**config.mk**
```make
export PLATFORM = sky130hd
export DESIGN_NAME = sma_arbiter
export DESIGN_NICKNAME = d
export VERILOG_FILES = /design/src/pkg/sma_pkg.sv /design/src/pkg/sma_pick_if.sv /design/src/sma_prio_pick.sv /design/src/sma_lock_seq.sv /design/src/sma_arbiter.sv
export SDC_FILE = /design/constraint.sdc
export NUM_CORES = 1
export LEC_CHECK = 0
export CORE_MARGIN = 2
export CORE_UTILIZATION = 38
export DETAILED_ROUTE_END_ITERATION = 8
export DONT_BUFFER_PORTS = 1
export SYNTH_ARGS = -nofsm -noshare
export SYNTH_HDL_FRONTEND = slang
export SYNTH_SLANG_ARGS = --single-unit
```
**constraint.sdc**
```tcl
create_clock -name clock -period 9.6 [get_ports clock]
set_input_delay 0.96 -clock clock [delete_from_list [all_inputs] [get_ports clock]]
set_output_delay 0.96 -clock clock [all_outputs]
set_load 0.01 [all_outputs]
```
**src/pkg/sma_pkg.sv**
```systemverilog
// Shared constants of the system memory arbiter
package sma_pkg;
	localparam int NUM_REQ = 7;
	localparam int NUM_PER = 5;
	localparam int NUM_REG = 3;
	localparam int PRIO_W = 3;
	localparam int IDX_W = 3;
	localparam int KEY_W = PRIO_W + IDX_W;
	localparam logic [PRIO_W-1:0] PRIO_RESET = 3'h7;
	localparam logic [IDX_W-1:0] REQ_ISR = 3'h0;
	localparam logic [IDX_W-1:0] REQ_MAIN = 3'h1;
	localparam int PER_BASE = 2;
	localparam logic [1:0] REGION_FLASH = 2'h0;
	localparam logic [1:0] REGION_DATA = 2'h1;
	localparam logic [1:0] REGION_EE = 2'h2;
	localparam logic [7:0] OFS_PRIO_BASE = 8'h00;
	localparam logic [7:0] OFS_LOCK = 8'h1C;
	localparam logic [7:0] OFS_KEY = 8'h20;
	localparam logic [7:0] OFS_STATUS = 8'h24;
	localparam logic [7:0] UNLOCK_KEY1 = 8'h55;
	localparam logic [7:0] UNLOCK_KEY2 = 8'hAA;
	localparam int LOCK_BIT = 0;
	localparam int ST_LOCK = 0;
	localparam int ST_GRANT = 1;
	localparam int ST_STALL = 6;
	localparam int ST_ISR = 7;
	localparam logic [31:0] RD_ZERO = 32'h0000_0000;
endpackage : sma_pkg

```
**src/pkg/sma_pick_if.sv**
```systemverilog
// Candidate set and winner of one memory region
`timescale 1ns/1ps
`default_nettype none
interface sma_pick_if #(parameter int N = 6, parameter int KW = 6);
	logic [N-1:0] valid;
	logic [N-1:0][KW-1:0] key;
	logic [N-1:0] win;
	modport arb (output valid, output key, input win);
	modport pick (input valid, input key, output win);
endinterface : sma_pick_if
`default_nettype wire

```
**src/sma_prio_pick.sv**
```systemverilog
// Picks the most urgent valid candidate of one region
`timescale 1ns/1ps
`default_nettype none
module sma_prio_pick #(
	parameter int N = 6,
	parameter int KW = 6
) (
	sma_pick_if.pick pif
);
	logic found;
	logic [KW-1:0] best;
	logic [N-1:0] win_next;

	always_comb begin
		found = 1'b0;
		best = '1;
		win_next = '0;
		for (int i = 0; i < N; i++) begin
			if (pif.valid[i] && (!found || pif.key[i] < best)) begin
				found = 1'b1;
				best = pif.key[i];
				win_next = '0;
				win_next[i] = 1'b1;
			end
		end
	end

	assign pif.win = win_next;
endmodule : sma_prio_pick
`default_nettype wire

```
**src/sma_lock_seq.sv**
```systemverilog
// Key sequence guarding the priority lock bit
`timescale 1ns/1ps
`default_nettype none
module sma_lock_seq (
	input wire logic clock,
	input wire logic rst_n,
	input wire logic wr_take,
	input wire logic hit_key,
	input wire logic hit_lock,
	input wire logic [7:0] wdata,
	output logic lock
);
	typedef enum logic [2:0] {
		SEQ_IDLE = 3'b001,
		SEQ_KEY1 = 3'b010,
		SEQ_ARMED = 3'b100
	} sma_seq_e;

	sma_seq_e state_reg;
	sma_seq_e state_next;
	logic lock_reg;
	logic lock_next;
	logic key1_seen;
	logic key2_seen;

	assign key1_seen = hit_key && wdata == sma_pkg::UNLOCK_KEY1;
	assign key2_seen = hit_key && wdata == sma_pkg::UNLOCK_KEY2;

	always_comb begin
		state_next = state_reg;
		lock_next = lock_reg;
		if (wr_take) begin
			state_next = SEQ_IDLE;
			case (state_reg)
				SEQ_IDLE: begin
					if (key1_seen)
						state_next = SEQ_KEY1;
				end
				SEQ_KEY1: begin
					if (key2_seen)
						state_next = SEQ_ARMED;
					else if (key1_seen)
						state_next = SEQ_KEY1;
				end
				SEQ_ARMED: begin
					if (hit_lock)
						lock_next = wdata[sma_pkg::LOCK_BIT];
					else if (key1_seen)
						state_next = SEQ_KEY1;
				end
				default: state_next = SEQ_IDLE;
			endcase
		end
	end

	always_ff @(posedge clock or negedge rst_n) begin
		if (!rst_n) begin
			state_reg <= SEQ_IDLE;
			lock_reg <= 1'b0;
		end else begin
			state_reg <= state_next;
			lock_reg <= lock_next;
		end
	end

	assign lock = lock_reg;
endmodule : sma_lock_seq
`default_nettype wire

```
**src/sma_arbiter.sv**
```systemverilog
// System memory arbiter with Avalon-MM register slave
//
// The address map and register access over Avalon-MM were decided locally.
`timescale 1ns/1ps
`default_nettype none
module sma_arbiter #(
	parameter int ADDR_W = 8
) (
	input wire logic clock,
	input wire logic rst_n,
	input wire logic [ADDR_W-1:0] avs_address,
	input wire logic avs_read,
	input wire logic avs_write,
	input wire logic [31:0] avs_writedata,
	output logic [31:0] avs_readdata,
	output logic avs_waitrequest,
	input wire logic cpu_in_isr,
	input wire logic cpu_need_flash,
	input wire logic cpu_need_data,
	input wire logic cpu_need_ee,
	input wire logic flash_op_busy,
	input wire logic ee_op_busy,
	input wire logic [sma_pkg::NUM_PER-1:0] per_req,
	input wire logic [2*sma_pkg::NUM_PER-1:0] per_region,
	output logic [sma_pkg::NUM_PER-1:0] per_grant,
	output logic cpu_stall,
	output logic [sma_pkg::NUM_REG-1:0] cpu_region_ok
);
	localparam int NP = sma_pkg::NUM_PER;
	localparam int NR = sma_pkg::NUM_REG;
	localparam int KW = sma_pkg::KEY_W;
	localparam int PW = sma_pkg::PRIO_W;
	localparam int IW = sma_pkg::IDX_W;

	generate
		if (ADDR_W < 8 || ADDR_W > 32) begin : g_bad_addr
			$error("ADDR_W must lie between 8 and 32");
		end
	endgenerate

	// Bus slave state
	logic wait_reg;
	logic wait_next;
	logic [31:0] rdata_reg;
	logic [31:0] rdata_next;
	logic [31:0] rd_mux;
	logic [7:0] byte_addr;
	logic upper_zero;
	logic req_any;
	logic wr_take;
	logic rd_launch;
	logic hit_key;
	logic hit_lock;
	logic hit_status;
	logic [sma_pkg::NUM_REQ-1:0] hit_prio;
	logic prio_hit_any;
	logic [IW-1:0] prio_sel;

	// Arbitration state
	logic lock;
	logic [PW-1:0] prio_reg [sma_pkg::NUM_REQ];
	logic [IW-1:0] cpu_idx;
	logic [KW-1:0] cpu_key;
	logic [NR-1:0] cpu_need;
	logic [NR-1:0] region_blocked;
	logic [NP-1:0] per_elig;
	logic [NP-1:0] per_over;
	logic [NP-1:0][KW-1:0] per_key;
	logic [NP-1:0][NR-1:0] per_win;
	logic [NR-1:0] cpu_win;
	logic cpu_held;
	logic [NP-1:0] grant_next;
	logic [NP-1:0] grant_reg;
	logic stall_reg;
	logic [NR-1:0] cpu_ok_reg;
	logic [NR-1:0] cpu_ok_next;

	// Address decode
	assign req_any = avs_read || avs_write;
	assign wr_take = avs_write && !wait_reg;
	assign rd_launch = avs_read && wait_reg;
	assign byte_addr = avs_address[7:0];
	generate
		if (ADDR_W > 8) begin : g_upper
			assign upper_zero = ~|avs_address[ADDR_W-1:8];
		end else begin : g_no_upper
			assign upper_zero = 1'b1;
		end
	endgenerate
	assign hit_key = upper_zero && byte_addr == sma_pkg::OFS_KEY;
	assign hit_lock = upper_zero && byte_addr == sma_pkg::OFS_LOCK;
	assign hit_status = upper_zero && byte_addr == sma_pkg::OFS_STATUS;

	genvar gi;
	generate
		for (gi = 0; gi < sma_pkg::NUM_REQ; gi++) begin : g_hit
			assign hit_prio[gi] = upper_zero && byte_addr ==
				sma_pkg::OFS_PRIO_BASE + 8'(4 * gi);
		end
	endgenerate
	assign prio_hit_any = |hit_prio;

	always_comb begin
		prio_sel = '0;
		for (int i = 0; i < sma_pkg::NUM_REQ; i++) begin
			if (hit_prio[i])
				prio_sel = IW'(i);
		end
	end

	// One wait cycle per access keeps the read mux off the bus path
	assign wait_next = !(req_any && wait_reg);

	always_comb begin
		rd_mux = sma_pkg::RD_ZERO;
		if (prio_hit_any) begin
			rd_mux[PW-1:0] = prio_reg[prio_sel];
		end else if (hit_lock) begin
			rd_mux[sma_pkg::LOCK_BIT] = lock;
		end else if (hit_status) begin
			rd_mux[sma_pkg::ST_LOCK] = lock;
			rd_mux[sma_pkg::ST_GRANT +: NP] = grant_reg;
			rd_mux[sma_pkg::ST_STALL] = stall_reg;
			rd_mux[sma_pkg::ST_ISR] = cpu_in_isr;
		end
	end

	assign rdata_next = rd_launch ? rd_mux : rdata_reg;

	always_ff @(posedge clock or negedge rst_n) begin
		if (!rst_n) begin
			wait_reg <= 1'b1;
			rdata_reg <= sma_pkg::RD_ZERO;
		end else begin
			wait_reg <= wait_next;
			rdata_reg <= rdata_next;
		end
	end

	sma_lock_seq u_lock (
		.clock(clock),
		.rst_n(rst_n),
		.wr_take(wr_take),
		.hit_key(hit_key),
		.hit_lock(hit_lock),
		.wdata(avs_writedata[7:0]),
		.lock(lock)
	);

	// Priority settings, one per requestor
	generate
		for (gi = 0; gi < sma_pkg::NUM_REQ; gi++) begin : g_prio
			logic prio_we;
			assign prio_we = wr_take && hit_prio[gi] && !lock;
			always_ff @(posedge clock or negedge rst_n) begin
				if (!rst_n)
					prio_reg[gi] <= sma_pkg::PRIO_RESET;
				else if (prio_we)
					prio_reg[gi] <= avs_writedata[PW-1:0];
			end
		end
	endgenerate

	assign cpu_idx = cpu_in_isr ? sma_pkg::REQ_ISR : sma_pkg::REQ_MAIN;
	assign cpu_key = {prio_reg[cpu_idx], cpu_idx};

	assign cpu_need[sma_pkg::REGION_FLASH] = cpu_need_flash;
	assign cpu_need[sma_pkg::REGION_DATA] = cpu_need_data;
	assign cpu_need[sma_pkg::REGION_EE] = cpu_need_ee;

	assign region_blocked[sma_pkg::REGION_FLASH] = flash_op_busy;
	assign region_blocked[sma_pkg::REGION_DATA] = 1'b0;
	assign region_blocked[sma_pkg::REGION_EE] = ee_op_busy;

	generate
		for (gi = 0; gi < NP; gi++) begin : g_per
			logic [1:0] reg_sel;
			logic reg_valid;
			assign reg_sel = per_region[2*gi +: 2];
			assign reg_valid = reg_sel < 2'(NR);
			assign per_key[gi] = {prio_reg[gi + sma_pkg::PER_BASE],
				IW'(gi + sma_pkg::PER_BASE)};
			assign per_elig[gi] = lock && per_req[gi] && reg_valid &&
				!region_blocked[reg_sel];
			assign per_over[gi] = per_elig[gi] && per_key[gi] < cpu_key;
		end
	endgenerate

	assign cpu_held = |per_over;

	// Per region contest: slot 0 is the CPU, the rest peripherals
	generate
		for (gi = 0; gi < NR; gi++) begin : g_region
			sma_pick_if #(.N(NP + 1), .KW(KW)) pif ();
			assign pif.valid[0] = cpu_need[gi] && !cpu_held;
			assign pif.key[0] = cpu_key;
			for (genvar gp = 0; gp < NP; gp++) begin : g_cand
				assign pif.valid[gp + 1] = per_elig[gp] &&
					per_region[2*gp +: 2] == 2'(gi);
				assign pif.key[gp + 1] = per_key[gp];
				assign per_win[gp][gi] = pif.win[gp + 1];
			end
			assign cpu_win[gi] = pif.win[0];
			sma_prio_pick #(.N(NP + 1), .KW(KW)) u_pick (
				.pif(pif.pick)
			);
		end
	endgenerate

	generate
		for (gi = 0; gi < NP; gi++) begin : g_grant
			assign grant_next[gi] = |per_win[gi];
		end
	endgenerate

	assign cpu_ok_next = cpu_win;

	// Registered grants: decision lands one cycle after the request
	always_ff @(posedge clock or negedge rst_n) begin
		if (!rst_n) begin
			grant_reg <= '0;
			stall_reg <= 1'b0;
			cpu_ok_reg <= '0;
		end else begin
			grant_reg <= grant_next;
			stall_reg <= cpu_held;
			cpu_ok_reg <= cpu_ok_next;
		end
	end

	assign avs_readdata = rdata_reg;
	assign avs_waitrequest = wait_reg;
	assign per_grant = grant_reg;
	assign cpu_stall = stall_reg;
	assign cpu_region_ok = cpu_ok_reg;
endmodule : sma_arbiter
`default_nettype wire

```
==> impl_metrics.tcl <==
set metrics [dict create \
    max_freq_mhz 110 \
    crit_required_ps 9740 \
    first_iter_violations 362 \
    start_kind "primary input" \
    synth_cell_types 82 \
    ys.flop_type "dfstp_2" \
    synthCells 555 \
    io-pin-count 107 \
    skew_ps 4.91 \
    whs_ps 367 \
    period_minus_slack_ps 9090 \
    path_class "in2reg" \
    yosys_warnings 0 \
    grt_start_max_net_pins 44 \
    slowest_delay_ps 540 \
    worst-path-max-fanout 5 \
    setup_viol_count_final 0 \
    fin_nets 699 \
    async_reset_ff_share_pct 100 \
    largest_reg_flops 15 \
    rows 40 \
    antenna_found_initial 0 \
    critPathSlowestCell "or4b_1" \
    grt_pass1_wl_um 22000 \
    grt_overflow 0 \
    cts-root-buf "clkbuf_16" \
    placedCellCount 748 \
    cp_common_cell "ha_1" \
    synth_top_cells_by_count "46 x ha_1, 45 x nand2_1, 43 x o21ai_0, 42 x nor2_1, 33 x mux2_2" \
    synth_area_per_cell_sq_um 8.55 \
    leakage_nw 2.23 \
    ys_ff_latch 43 \
    regArea_sq_mm 0.00110 \
    wire_per_inst_um 18.6 \
    wirelength_um 14100 \
    syn2layout_area_growth_pct 12.1 \
    power.density_mw_per_mm2 84.8 \
    via_per_inst 5.89 \
    ant_nets 0 \
    drive_gt1_share_pct 24.8 \
    cts.htree.levels 2 \
    multiInputGateArea_sq_mm 0.00343 \
    place_congestion 0.913 \
    synth_edf_count 0 \
    cts_buffer_depth 2 \
    period_share_pct 94.7 \
    final_cell_count_no_fill 757 \
    cp.arrival_ps 9230 \
    first_global_vias 4277 \
    hold_path_class "in2async" \
    yosysMostFrequentCell "ha_1" \
    die_w_um 116 \
    cpLargestDelayFamily "compound AO/OA/AOI/OAI gates" \
    firstDrtPassIters 5 \
    clk_latency_ps 280 \
    grt.total_usage_pct 21.0 \
    synth_top_cells_by_area "dfstp_2 13%, ha_1 12%, dfrtp_1 11%, mux2_2 7.8%, o21ai_0 4.5%" \
    fp.dieH_um 116 \
    drv_slew 0 \
    start_util_pct 39.2 \
    drc 0 \
    via_count 4455 \
    relSlewSlack_pct 55.5 \
    portBuffers 0 \
    num_antenna_cells 0 \
    synth_seq_area_share_pct 23.3 \
    hpwl_um 11300 \
    drv_cap 0 \
    hold_viol_final 0 \
    yosysTopAreaCell "dfstp_2" \
    crit_path_end_kind "flop" \
    worstMarginPinSlew_ps 661 \
    clk_pin_slew_worst_paths_ps 60 \
    yosys.area.top_type_share_pct 12.7 \
    fill_cells 1204 \
    path_buf_inv 3 \
    dieArea_sq_mm 0.0134 \
    netlist_area_sq_mm 0.00475 \
    core_sq_mm 0.0121 \
    vdd_drop_max_v 0.0000584 \
    cts_tree "yes" \
    cts_made_buffers 5 \
    outcome "complete, no violations" \
    cts_sinks 43 \
]
area by class of cell:
type | count | area share [%]
tap | 168 | 3.95
clock inverter | 1 | 0.141
sequential | 43 | 20.8
multi-input combinational | 472 | 64.4
clock buffer | 7 | 2.87
timing repair buffer | 45 | 6.35
inverter | 21 | 1.55
cell usage in the layout, fill, tap and decap left out, drive strengths merged, types with 5 or more instances in the layout:
master / instances
o211ai: 5
or4b: 7
nand2b: 15
o22ai: 8
or3: 6
o21ai: 46
nand3: 18
or4: 5
nor3: 15
a211o: 7
nor3b: 6
conb: 24
buf: 45
nor4: 7
a31oi: 11
nand2: 45
mux2: 35
and3: 6
nor2: 43
clkbuf: 7
dfrtp: 20
dfstp: 23
ha: 46
inv: 20
a21oi: 32
o21a: 10
metal layers:
layer | wire length, um | vias up | track usage, %
met1 | 6140 | 2133 | 27.3
met5 | 0 | - | 0
li1 | - | 2122 | -
met3 | 943 | 30 | 2.51
met2 | 6570 | 170 | 35.8
met4 | 441 | 0 | 7.78
report_power, final:
| group | switching [mW] | internal (mW) | total (mW) | leakage, nW |
|---|---|---|---|---|
| combinational | 0.0434 | 0.0359 | 0.0793 | 1.65 |
| clock | 0.0661 | 0.110 | 0.176 | 0.0761 |
| sequential | 0.00779 | 0.188 | 0.195 | 0.510 |
cell families (layout without fill, tap and decap cells):
logic type	count (synthesis)	in the layout	share of synthesized area, %
buffers and inverters	63	74	7.22
AND/OR/NAND/NOR	202	202	23.3
adder cells (fa/ha/maj)	47	47	12.3
flip-flops	43	43	23.3
AO/OA/AOI/OAI	157	157	22.8
multiplexers	42	42	11.0
other	1	24	0.0790
through the flow:
stage               cell area, sq um  power [mW]  worst slack (ps)  setup TNS [ps]  util, %
floorplan                       4830       0.261               378               0        -
global placement                5110       0.272               204               0     42.2
detailed placement              5110       0.275               129               0     42.2
CTS                             5270       0.454               394               0     43.5
global route                    5320       0.474             -17.3           -17.3     43.9
finish                          5320       0.451               513               0     43.9
final timing paths:
check | slack (ps) | to | startpoint | cells after the start
worst min register to register | 510 | avs_waitrequest | avs_waitrequest | 1
worst max register to register | 700 | per_grant[3] | prio_reg[17] | 43
worst max-delay path | 510 | per_grant[3] | cpu_in_isr | 43
max in group asynchronous | 9040 | avs_waitrequest | rst_n | 0
min in group clock | 510 | avs_waitrequest | avs_waitrequest | 1
worst min-delay path | 370 | per_grant[2] | rst_n | 0
repair_timing:
| action | in CTS | in global routing |
|---|---|---|
| gates resized for setup | 0 | 13 |
| endpoints found under the setup margin | 0 | 6 |
| buffers inserted | 0 | 1 |
| hold buffers | 0 | 0 |
Power figures use the tool's default switching activity.
